<file path="src/inc/branch_trace_pkg.sv">
// branch trace recorder constants: register offsets, control bit positions,
// reset values and the memory logging state encoding.
// assumes a 32-bit apb slave with byte addresses and 32-bit linear addresses.
package branch_trace_pkg;

	// register byte offsets
	localparam logic [7:0] OFS_DEBUG_CTL   = 8'h00;
	localparam logic [7:0] OFS_FEATURE_ID  = 8'h04;
	localparam logic [7:0] OFS_MISC_FEAT   = 8'h08;
	localparam logic [7:0] OFS_AREA_PTR    = 8'h0C;
	localparam logic [7:0] OFS_STACK_TOP   = 8'h10;
	localparam logic [7:0] OFS_LER_SOURCE  = 8'h14;
	localparam logic [7:0] OFS_LER_TARGET  = 8'h18;
	localparam logic [7:0] OFS_STACK_BASE  = 8'h20;
	localparam logic [7:0] OFS_STACK_LAST  = 8'h3C;
	localparam logic [7:0] OFS_BUF_BASE    = 8'h40;
	localparam logic [7:0] OFS_BUF_INDEX   = 8'h44;
	localparam logic [7:0] OFS_BUF_MAX     = 8'h48;
	localparam logic [7:0] OFS_BUF_THRESH  = 8'h4C;

	// debug control bit positions
	localparam int CTL_W            = 5;
	localparam int CTL_RECORD_EN    = 0;
	localparam int CTL_STEP_BRANCH  = 1;
	localparam int CTL_MSG_EN       = 2;
	localparam int CTL_MEM_LOG_EN   = 3;
	localparam int CTL_FULL_IRQ_EN  = 4;

	// status bit positions
	localparam int FEATURE_DS_BIT   = 21;
	localparam int TRACE_ABSENT_BIT = 11;

	// reset values
	localparam logic [CTL_W-1:0] CTL_RESET = 5'h00;
	localparam logic [31:0]      REG_RESET = 32'h0000_0000;
	localparam logic [63:0]      REC_RESET = 64'h0000_0000_0000_0000;
	localparam logic [1:0]       TOS_RESET = 2'h0;

	// memory record geometry and descriptor layout behind the area pointer
	localparam logic [31:0] REC_BYTES      = 32'h0000_0008;
	localparam logic [31:0] DESC_INDEX_OFS = 32'h0000_0004;

	// memory logging states
	typedef enum logic [1:0] {
		LOG_IDLE = 2'b00,
		LOG_REC  = 2'b01,
		LOG_IDX  = 2'b11
	} log_state_type;

endpackage

</file>
<file path="src/logic/record_sorter.sv">
// record_sorter: orders the records of one control transfer.
// assumes the core reports a taken branch and an interrupt or exception
// of the same transfer in one cycle.
`timescale 1ns/1ps
`default_nettype none
module record_sorter (
	input  wire logic        branch_valid,
	input  wire logic [31:0] branch_from,
	input  wire logic [31:0] branch_to,
	input  wire logic        excint_valid,
	input  wire logic        excint_fault,
	input  wire logic [31:0] excint_from,
	input  wire logic [31:0] excint_to,
	output logic      [1:0]  rec_cnt,
	output logic      [63:0] rec_first,
	output logic      [63:0] rec_second,
	output logic             branch_kept
);
	// a fault drops the branch record, a trap or interrupt keeps it first
	always_comb begin
		branch_kept = branch_valid && !(excint_valid && excint_fault);
		rec_first   = {excint_to, excint_from};
		rec_second  = {excint_to, excint_from};
		rec_cnt     = 2'd0;
		if (branch_kept && excint_valid) begin
			rec_first = {branch_to, branch_from};
			rec_cnt   = 2'd2;
		end else if (branch_kept) begin
			rec_first = {branch_to, branch_from};
			rec_cnt   = 2'd1;
		end else if (excint_valid) begin
			rec_cnt = 2'd1;
		end
	end
endmodule
`default_nettype wire

</file>
<file path="src/logic/branch_stack.sv">
// branch_stack: four-entry circular record stack with top pointer.
// assumes at most two records pushed per cycle, in order.
`timescale 1ns/1ps
`default_nettype none
module branch_stack
	import branch_trace_pkg::*;
(
	input  wire logic        sys_clk,
	input  wire logic        rstn,
	input  wire logic [1:0]  push_cnt,
	input  wire logic [63:0] push_first,
	input  wire logic [63:0] push_second,
	input  wire logic [1:0]  rd_idx,
	output logic      [1:0]  top_ptr,
	output logic      [63:0] top_rec,
	output logic      [63:0] rd_rec
);
	typedef struct packed {
		logic [3:0][63:0] ent;
		logic [1:0]       tos;
	} stack_state_type;

	stack_state_type r;
	stack_state_type n;

	// pointer moves before each store and wraps from 3 to 0
	always_comb begin
		n = r;
		if (push_cnt != 2'd0) begin
			n.tos        = r.tos + 2'd1;
			n.ent[n.tos] = push_first;
		end
		if (push_cnt == 2'd2) begin
			n.tos        = r.tos + 2'd2;
			n.ent[n.tos] = push_second;
		end
	end

	// state register
	always_ff @(posedge sys_clk or negedge rstn) begin
		if (!rstn) begin
			r.ent <= {4{REC_RESET}};
			r.tos <= TOS_RESET;
		end else begin
			r <= n;
		end
	end

	assign top_ptr = r.tos;
	assign top_rec = r.ent[r.tos];
	assign rd_rec  = r.ent[rd_idx];
endmodule
`default_nettype wire

</file>
<file path="src/logic/branch_trace_recorder.sv">
// branch_trace_recorder: branch stack, last exception record, control-flow
// stepping, bus trace messages and memory trace logging behind an apb slave.
// assumes core transfer reports and memory handshake are on sys_clk.
//
// The placing of the registers and the APB slave port were left to the implementer.
`timescale 1ns/1ps
`default_nettype none
module branch_trace_recorder
	import branch_trace_pkg::*;
#(
	parameter bit DEBUG_STORE_PRESENT = 1'b1
) (
	input  wire logic        sys_clk,
	input  wire logic        rstn,
	input  wire logic        psel,
	input  wire logic        penable,
	input  wire logic        pwrite,
	input  wire logic [7:0]  paddr,
	input  wire logic [31:0] pwdata,
	output logic      [31:0] prdata,
	output logic             pready,
	output logic             pslverr,
	input  wire logic        xfer_valid,
	input  wire logic        xfer_branch,
	input  wire logic [31:0] branch_from,
	input  wire logic [31:0] branch_to,
	input  wire logic        xfer_excint,
	input  wire logic        excint_fault,
	input  wire logic [31:0] excint_from,
	input  wire logic [31:0] excint_to,
	output logic             xfer_ready,
	input  wire logic        debug_exc,
	input  wire logic        trap_single_step,
	output logic             step_exc_req,
	output logic             trap_step_clear,
	output logic             msg_valid,
	output logic      [31:0] msg_source,
	output logic      [31:0] msg_target,
	output logic             mem_valid,
	output logic      [31:0] mem_addr,
	output logic      [63:0] mem_data,
	input  wire logic        mem_ready,
	output logic             log_full_irq
);
	typedef struct packed {
		logic [CTL_W-1:0] ctl;
		logic [31:0]      area_ptr;
		logic [31:0]      ler_src;
		logic [31:0]      ler_tgt;
		logic [31:0]      buf_base;
		logic [31:0]      buf_idx;
		logic [31:0]      buf_max;
		logic [31:0]      buf_thr;
		logic [31:0]      prdata;
		logic             pready;
		logic             pslverr;
		logic             core_ready;
		logic             pend;
		logic [63:0]      pend_rec;
		logic             msg_valid;
		logic [63:0]      msg_rec;
		log_state_type    lst;
		logic             mem_valid;
		logic [31:0]      mem_addr;
		logic [63:0]      mem_data;
		logic             irq;
		logic             step_req;
		logic             tf_clear;
	} rec_state_type;

	localparam logic TRACE_ABSENT = !DEBUG_STORE_PRESENT;

	rec_state_type r;
	rec_state_type n;

	logic [1:0]  rec_cnt;
	logic [63:0] rec_first;
	logic [63:0] rec_second;
	logic        branch_kept;
	logic [1:0]  top_ptr;
	logic [63:0] top_rec;
	logic [63:0] rd_rec;
	logic [1:0]  push_cnt;
	logic        accept;
	logic        apb_done;
	logic        apb_wr;
	logic [31:0] rd_val;
	logic        rd_hit;
	logic        emit_now;
	logic [63:0] emit_rec;
	logic [31:0] idx_step;
	logic [31:0] idx_next;
	logic        dbg_now;

	record_sorter u_sorter (
		.branch_valid (xfer_valid && xfer_branch),
		.branch_from  (branch_from),
		.branch_to    (branch_to),
		.excint_valid (xfer_valid && xfer_excint),
		.excint_fault (excint_fault),
		.excint_from  (excint_from),
		.excint_to    (excint_to),
		.rec_cnt      (rec_cnt),
		.rec_first    (rec_first),
		.rec_second   (rec_second),
		.branch_kept  (branch_kept)
	);

	branch_stack u_stack (
		.sys_clk     (sys_clk),
		.rstn        (rstn),
		.push_cnt    (push_cnt),
		.push_first  (rec_first),
		.push_second (rec_second),
		.rd_idx      (paddr[4:3]),
		.top_ptr     (top_ptr),
		.top_rec     (top_rec),
		.rd_rec      (rd_rec)
	);

	// transfer acceptance and stack push
	assign accept   = xfer_valid && r.core_ready && (rec_cnt != 2'd0);
	assign push_cnt = (accept && r.ctl[CTL_RECORD_EN]) ? rec_cnt : 2'd0;

	// apb access completes on the second access cycle; a write lands at that same edge
	assign apb_done = psel && penable && r.pready;
	assign apb_wr   = apb_done && pwrite;

	// register read mux
	always_comb begin
		rd_val = REG_RESET;
		rd_hit = 1'b1;
		if (paddr >= OFS_STACK_BASE && paddr <= OFS_STACK_LAST && paddr[1:0] == 2'b00) begin
			rd_val = paddr[2] ? rd_rec[63:32] : rd_rec[31:0];
		end else begin
			unique case (paddr)
				OFS_DEBUG_CTL:  rd_val = {27'h0, r.ctl};
				OFS_FEATURE_ID: rd_val[FEATURE_DS_BIT] = DEBUG_STORE_PRESENT;
				OFS_MISC_FEAT:  rd_val[TRACE_ABSENT_BIT] = TRACE_ABSENT;
				OFS_AREA_PTR:   rd_val = r.area_ptr;
				OFS_STACK_TOP:  rd_val = {30'h0, top_ptr};
				OFS_LER_SOURCE: rd_val = r.ler_src;
				OFS_LER_TARGET: rd_val = r.ler_tgt;
				OFS_BUF_BASE:   rd_val = r.buf_base;
				OFS_BUF_INDEX:  rd_val = r.buf_idx;
				OFS_BUF_MAX:    rd_val = r.buf_max;
				OFS_BUF_THRESH: rd_val = r.buf_thr;
				default:        rd_hit = 1'b0;
			endcase
		end
	end

	// next index with circular wrap when the full interrupt is off
	always_comb begin
		idx_step = r.buf_idx + REC_BYTES;
		idx_next = idx_step;
		if (idx_step >= r.buf_max && !r.ctl[CTL_FULL_IRQ_EN]) begin
			idx_next = r.buf_base;
		end
	end

	// record chosen for the trace path this cycle
	always_comb begin
		emit_now = 1'b0;
		emit_rec = rec_first;
		if (r.ctl[CTL_MSG_EN]) begin
			if (r.pend) begin
				emit_now = (r.lst == LOG_IDLE);
				emit_rec = r.pend_rec;
			end else if (accept) begin
				emit_now = 1'b1;
			end
		end
	end

	assign dbg_now = debug_exc || (accept && r.ctl[CTL_STEP_BRANCH] && trap_single_step);

	// main next-state logic
	always_comb begin
		n = r;
		n.pready    = 1'b0;
		n.pslverr   = 1'b0;
		n.msg_valid = 1'b0;
		n.irq       = 1'b0;
		n.step_req  = 1'b0;
		n.tf_clear  = 1'b0;

		// apb slave: answer one cycle into the access phase
		if (psel && penable && !r.pready) begin
			n.pready  = 1'b1;
			n.pslverr = !rd_hit;
			n.prdata  = pwrite ? REG_RESET : rd_val;
		end
		if (apb_wr && rd_hit) begin
			unique case (paddr)
				OFS_DEBUG_CTL: begin
					n.ctl = pwdata[CTL_W-1:0];
					if (TRACE_ABSENT) begin
						n.ctl[CTL_MEM_LOG_EN]  = 1'b0;
						n.ctl[CTL_FULL_IRQ_EN] = 1'b0;
					end
				end
				OFS_AREA_PTR:   n.area_ptr = DEBUG_STORE_PRESENT ? pwdata : REG_RESET;
				OFS_BUF_BASE:   n.buf_base = pwdata;
				OFS_BUF_INDEX:  n.buf_idx  = pwdata;
				OFS_BUF_MAX:    n.buf_max  = pwdata;
				OFS_BUF_THRESH: n.buf_thr  = pwdata;
				default:        n.ctl = r.ctl;
			endcase
		end

		// last branch before an exception or interrupt
		if (accept && xfer_excint && r.ctl[CTL_RECORD_EN]) begin
			if (branch_kept) begin
				n.ler_src = branch_from;
				n.ler_tgt = branch_to;
			end else begin
				n.ler_src = top_rec[31:0];
				n.ler_tgt = top_rec[63:32];
			end
		end

		// trace path: second record of a pair waits one turn
		if (r.pend && emit_now) begin
			n.pend = 1'b0;
		end
		if (accept && r.ctl[CTL_MSG_EN] && rec_cnt == 2'd2) begin
			n.pend     = 1'b1;
			n.pend_rec = rec_second;
		end
		if (emit_now && !r.ctl[CTL_MEM_LOG_EN]) begin
			n.msg_valid = 1'b1;
			n.msg_rec   = emit_rec;
		end

		// memory logging: record write, then index write-back
		unique case (r.lst)
			LOG_IDLE: begin
				if (emit_now && r.ctl[CTL_MEM_LOG_EN]) begin
					if (!(r.ctl[CTL_FULL_IRQ_EN] && r.buf_idx >= r.buf_max)) begin
						n.lst       = LOG_REC;
						n.mem_valid = 1'b1;
						n.mem_addr  = r.buf_base + r.buf_idx;
						n.mem_data  = emit_rec;
					end
				end
			end
			LOG_REC: begin
				if (mem_ready) begin
					n.lst      = LOG_IDX;
					n.buf_idx  = idx_next;
					n.mem_addr = r.area_ptr + DESC_INDEX_OFS;
					n.mem_data = {REG_RESET, idx_next};
					if (r.ctl[CTL_FULL_IRQ_EN] && r.buf_idx < r.buf_thr && idx_step >= r.buf_thr) begin
						n.irq = 1'b1;
					end
				end
			end
			LOG_IDX: begin
				if (mem_ready) begin
					n.lst       = LOG_IDLE;
					n.mem_valid = 1'b0;
				end
			end
			default: begin
				n.lst       = LOG_IDLE;
				n.mem_valid = 1'b0;
			end
		endcase

		// debug exception: stop recording, end control-flow stepping
		if (accept && r.ctl[CTL_STEP_BRANCH] && trap_single_step) begin
			n.step_req = 1'b1;
		end
		if (dbg_now) begin
			n.ctl[CTL_RECORD_EN] = 1'b0;
			if (r.ctl[CTL_STEP_BRANCH]) begin
				n.ctl[CTL_STEP_BRANCH] = 1'b0;
				n.tf_clear             = 1'b1;
			end
		end

		// ready to the core only when no record waits and memory is idle
		n.core_ready = !n.pend && (n.lst == LOG_IDLE);
	end

	// state register
	always_ff @(posedge sys_clk or negedge rstn) begin
		if (!rstn) begin
			r.ctl        <= CTL_RESET;
			r.area_ptr   <= REG_RESET;
			r.ler_src    <= REG_RESET;
			r.ler_tgt    <= REG_RESET;
			r.buf_base   <= REG_RESET;
			r.buf_idx    <= REG_RESET;
			r.buf_max    <= REG_RESET;
			r.buf_thr    <= REG_RESET;
			r.prdata     <= REG_RESET;
			r.pready     <= 1'b0;
			r.pslverr    <= 1'b0;
			r.core_ready <= 1'b1;
			r.pend       <= 1'b0;
			r.pend_rec   <= REC_RESET;
			r.msg_valid  <= 1'b0;
			r.msg_rec    <= REC_RESET;
			r.lst        <= LOG_IDLE;
			r.mem_valid  <= 1'b0;
			r.mem_addr   <= REG_RESET;
			r.mem_data   <= REC_RESET;
			r.irq        <= 1'b0;
			r.step_req   <= 1'b0;
			r.tf_clear   <= 1'b0;
		end else begin
			r <= n;
		end
	end

	// outputs straight from state flops
	assign prdata          = r.prdata;
	assign pready          = r.pready;
	assign pslverr         = r.pslverr;
	assign xfer_ready      = r.core_ready;
	assign step_exc_req    = r.step_req;
	assign trap_step_clear = r.tf_clear;
	assign msg_valid       = r.msg_valid;
	assign msg_source      = r.msg_rec[31:0];
	assign msg_target      = r.msg_rec[63:32];
	assign mem_valid       = r.mem_valid;
	assign mem_addr        = r.mem_addr;
	assign mem_data        = r.mem_data;
	assign log_full_irq    = r.irq;
endmodule
`default_nettype wire

</file>
<file path="config.mk">
export PLATFORM = sky130hd
export DESIGN_NAME = branch_trace_recorder
export DESIGN_NICKNAME = d
export VERILOG_FILES = /design/src/inc/branch_trace_pkg.sv /design/src/logic/record_sorter.sv /design/src/logic/branch_stack.sv /design/src/logic/branch_trace_recorder.sv
export SDC_FILE = /design/constraint.sdc
export NUM_CORES = 2
export LEC_CHECK = 0
export BUFFER_PORTS_ARGS = -buffer_cell sky130_fd_sc_hd__buf_2
export CAP_MARGIN = 0
export CORE_MARGIN = 2
export CORE_UTILIZATION = 55
export DETAILED_ROUTE_END_ITERATION = 6
export PLACE_DENSITY = 0.8
export SYNTH_ARGS = -nofsm -noshare
export SYNTH_HDL_FRONTEND = slang
export SYNTH_SLANG_ARGS = --single-unit
</file>
<file path="constraint.sdc">
create_clock -name sys_clk -period 4.2 [get_ports sys_clk]
set_clock_uncertainty 0.05 [all_clocks]
set_input_delay 0.42 -clock sys_clk [delete_from_list [all_inputs] [get_ports sys_clk]]
set_output_delay 0.42 -clock sys_clk [all_outputs]
set_load 0.005 [all_outputs]
</file>
==> results.sh <==
export IMPL_status="finished with violations"
export IMPL_violations="DRC, setup timing"
export IMPL_grt_start_max_net_pins=101
export IMPL_dieArea_um2=83410
export IMPL_pre_cts_slack_ns=-0.05989
export IMPL_die_h_um=288.8
export IMPL_ys_async_sr_fraction=1.000
export IMPL_synth_flop_cell="dfrtp_1"
export IMPL_swShare=0.2892
export IMPL_hpwlAfterDp_um=116500
export IMPL_grt_pass1_vias=36860
export IMPL_rsz0062_at_grt="yes"
export IMPL_power_density_nw_per_um2=373.3
export IMPL_fin_area_um2=50430
export IMPL_timing_final_crit_period_ns=4.202
export IMPL_finalHoldViolCount=0
export IMPL_wl_met3_um=21690
export IMPL_synth_edff_count=0
export IMPL_max_cap_violations=0
export IMPL_layout_commonest_cell="dfrtp_1"
export IMPL_synth_area_um2=44610
export IMPL_min_period_over_period=1.000
export IMPL_end_kind="flip-flop"
export IMPL_via_count=38980
export IMPL_io_pin_count=380
export IMPL_synth_nets=4978
export IMPL_crit_required_ns=4.68
export IMPL_maxSlewHeadroom=0.03212
export IMPL_wl_per_cell_um=27.85
export IMPL_drc=2
export IMPL_postSynthCellCount=4626
export IMPL_die_x_um=288.8
export IMPL_fmaxAchievable_mhz=238.0
export IMPL_cts_buffers=81
export IMPL_clock_sinks=754
export IMPL_switchingPower_mw=5.444
export IMPL_h_tree_depth=3
export IMPL_leakagePower_nw=24.63
export IMPL_path_class="reg2reg"
export IMPL_layout_setup_ws_ns=-0.001508
export IMPL_initial_core_util=0.5548
export IMPL_area_growth_pct=13.03
export IMPL_power_frac_comb=0.183
export IMPL_antenna_found_initial=13
export IMPL_drive_gt1_frac=0.2277
export IMPL_clk_pin_slew_ns=0.06
export IMPL_final_cell_mix="dfrtp_1, nand2_1, o21ai_0"
export IMPL_grt_overflow=0
export IMPL_cp_max_fo=5
export IMPL_cp_data_arrival_time_ns=4.69
export IMPL_yosysSeqAreaShare=0.4230
export IMPL_synth_distinct_cells=80
export IMPL_setup_viol=2
export IMPL_placeableCoreArea_um2=80420
export IMPL_max_slew_worst_pin_slew_ns=1.437
export IMPL_first_pass_iters=7
export IMPL_vias_per_cell=6.588
export IMPL_top_layer_used="met5"
export IMPL_cts_max_path_buffers=3
export IMPL_placed_area_um2=47010
export IMPL_clock_latency_ns=0.67
export IMPL_hp_class="in2reg"
export IMPL_synth_seq_cells=754
export IMPL_drv_slew=0
export IMPL_rows=104
export IMPL_cts_root_buf="clkbuf_16"
export IMPL_power_share_sequential=0.400
export IMPL_power_clock_fraction=0.417
export IMPL_power_internal_mw=13.38
export IMPL_globalRouteTotalUtil=0.3894
export IMPL_tritoncts="yes"
export IMPL_critPathLaunchType="flip-flop"
export IMPL_drt_total_wl_um=164800
export IMPL_yosysWarnings=0
export IMPL_drt_met1_wl_um=62090
export IMPL_irDropWorstVdd_mv=0.2903
export IMPL_gp_congestion=1.022
export IMPL_final_nets=5137
export IMPL_wl_met2_um=70780
export IMPL_antenna_left=0
export IMPL_io_buffers=379
export IMPL_grt_pass1_wl_um=241100
export IMPL_syn_avg_cell_area_um2=9.644
export IMPL_drt_iter0_markers=5505
==> metal layers <==
metal | GRT usage | vias up
met3 | 0.1255 | 481
met1 | 0.5232 | 19090
met2 | 0.5618 | 2740
met5 | 0 | -
met4 | 0.2079 | 14
li1 | - | 16650
==> state kept, by name, indices dropped and copies added (netlist names), 2 cells and up <==
name	cells
mem_addr	32
u_stack.r	256
r	296
mem_data	64
msg_source	32
prdata	32
msg_target	32
u_stack.top_ptr	2
==> through the flow <==
step / std cells / power, mW / utilization / hold WS, ns / setup TNS [ns]
final: 5917 / 18.82 / 0.6271 / 0.01793 / -0.001756
after global routing: 5916 / 19.28 / 0.6270 / 0.02248 / -1.092
after CTS: 5904 / 18.38 / 0.6237 / 0.0007350 / 0
after detailed placement: 5732 / 10.61 / 0.5846 / 0.4148 / -0.9518
after global placement: 5732 / 10.58 / 0.5846 / 0.4072 / -0.04869
after floorplan: 4626 / 9.290 / - / 0.07441 / 0
==> repair_timing <==
item                                    CTS  global route
hold endpoints to repair                121             0
gates cloned                              0             1
buffers inserted                          0             7
pin swaps                                 0            35
hold buffers                             22             0
endpoints found under the setup margin   29            40
resized for setup                         2            37
==> power groups by stage <==
stage	combinational (mW)	sequential, mW	clock [mW]
6_report	3.44	7.52	7.86
5_1_grt	3.58	7.54	8.17
4_1_cts	2.99	7.52	7.87
3_5_place_dp	2.95	7.65	0
3_3_place_gp	2.93	7.65	0
2_1_floorplan	1.67	7.62	0
==> Yosys cell counts, types with 5 or more instances <==
cell	number	area, µm²
a211oi_1	9	67.56
a21o_1	76	570.6
a21oi_1	384	1922
a221o_1	34	340.3
a221oi_1	36	315.3
a22o_1	34	297.8
a22oi_1	37	277.8
a2bb2oi_1	6	52.55
a31oi_1	6	37.54
a32oi_1	5	43.79
and2_1	11	68.82
and3_1	11	68.82
and4_1	12	105.1
buf_1	45	168.9
buf_2	34	170.2
buf_4	192	1441
clkbuf_1	229	859.6
dfrtp_1	753	18840
ha_1	171	2140
inv_1	105	394.1
mux2_2	209	2354
mux2_4	10	150.1
mux2i_1	194	1942
mux4_2	128	2883
nand2_1	609	2286
nand2b_1	5	31.28
nand3_1	69	345.3
nand4_1	35	219.0
nor2_1	378	1419
nor2b_1	11	68.82
nor3_1	28	140.1
nor4_1	6	37.54
o211ai_1	10	75.07
o21a_1	19	142.6
o21ai_0	552	2763
o221ai_1	18	157.7
o22ai_1	5	31.28
xnor2_1	46	402.9
xor2_1	36	315.3
==> worst max-delay path, cell delays in order, from the launching register on <==
cell	delay, ns
dfrtp_1	0.35
and4_4	0.25
nand3_2	0.07
or3_4	0.45
or3_4	0.46
nand2b_4	0.17
xnor2_2	0.14
ha_1	0.33
a21o_1	0.17
a21oi_2	0.11
nor2b_1	0.05
o21ai_1	0.18
a21oi_2	0.10
a21oi_4	0.24
clkbuf_16	0.20
buf_12	0.13
mux2_4	0.31
a221o_1	0.29
==> area by class of cell <==
cell class,count,area (µm²)
diodes,5,12.51
clock buffers,115,2366
clock inverters,35,546.8
fillers,6402,29990
inverters,105,394.1
multi-input cells,3264,22990
flip-flops and latches,754,18870
well taps,1060,1326
repair buffers,579,3916
==> cells by family (layout without fill, tap and decap cells) <==
family / count (synthesis) / count (layout) / share of synthesized area
compound gates: 1275 / 1275 / 0.1680
simple gates: 1191 / 1191 / 0.1107
flops: 754 / 754 / 0.4230
buf+inv: 608 / 834 / 0.06877
mux: 544 / 544 / 0.1650
fa+ha+maj: 172 / 172 / 0.04841
xor+xnor: 82 / 82 / 0.01610
other cells: 0 / 5 / 0
==> worst paths after layout <==
path / from / to / slack (ns) / depth (start not counted)
max: r[341]$_DFF_PN0_ / mem_data[12]$_DFFE_PN0P_ / -0.002 / 17
min: excint_to[4] / u_stack.r[166]$_DFF_PN0_ / 0.02 / 3
max reg2reg: r[341]$_DFF_PN0_ / mem_data[12]$_DFFE_PN0P_ / -0.002 / 17
min reg2reg: mem_data[47]$_DFFE_PN0P_ / mem_data[47]$_DFFE_PN0P_ / 0.42 / 2
max in group asynchronous: rstn / mem_data[40]$_DFFE_PN0P_ / 2.64 / 3
min in group asynchronous: rstn / mem_addr[11]$_DFFE_PN0P_ / 0.37 / 2
(Power assumes the default switching activity.)
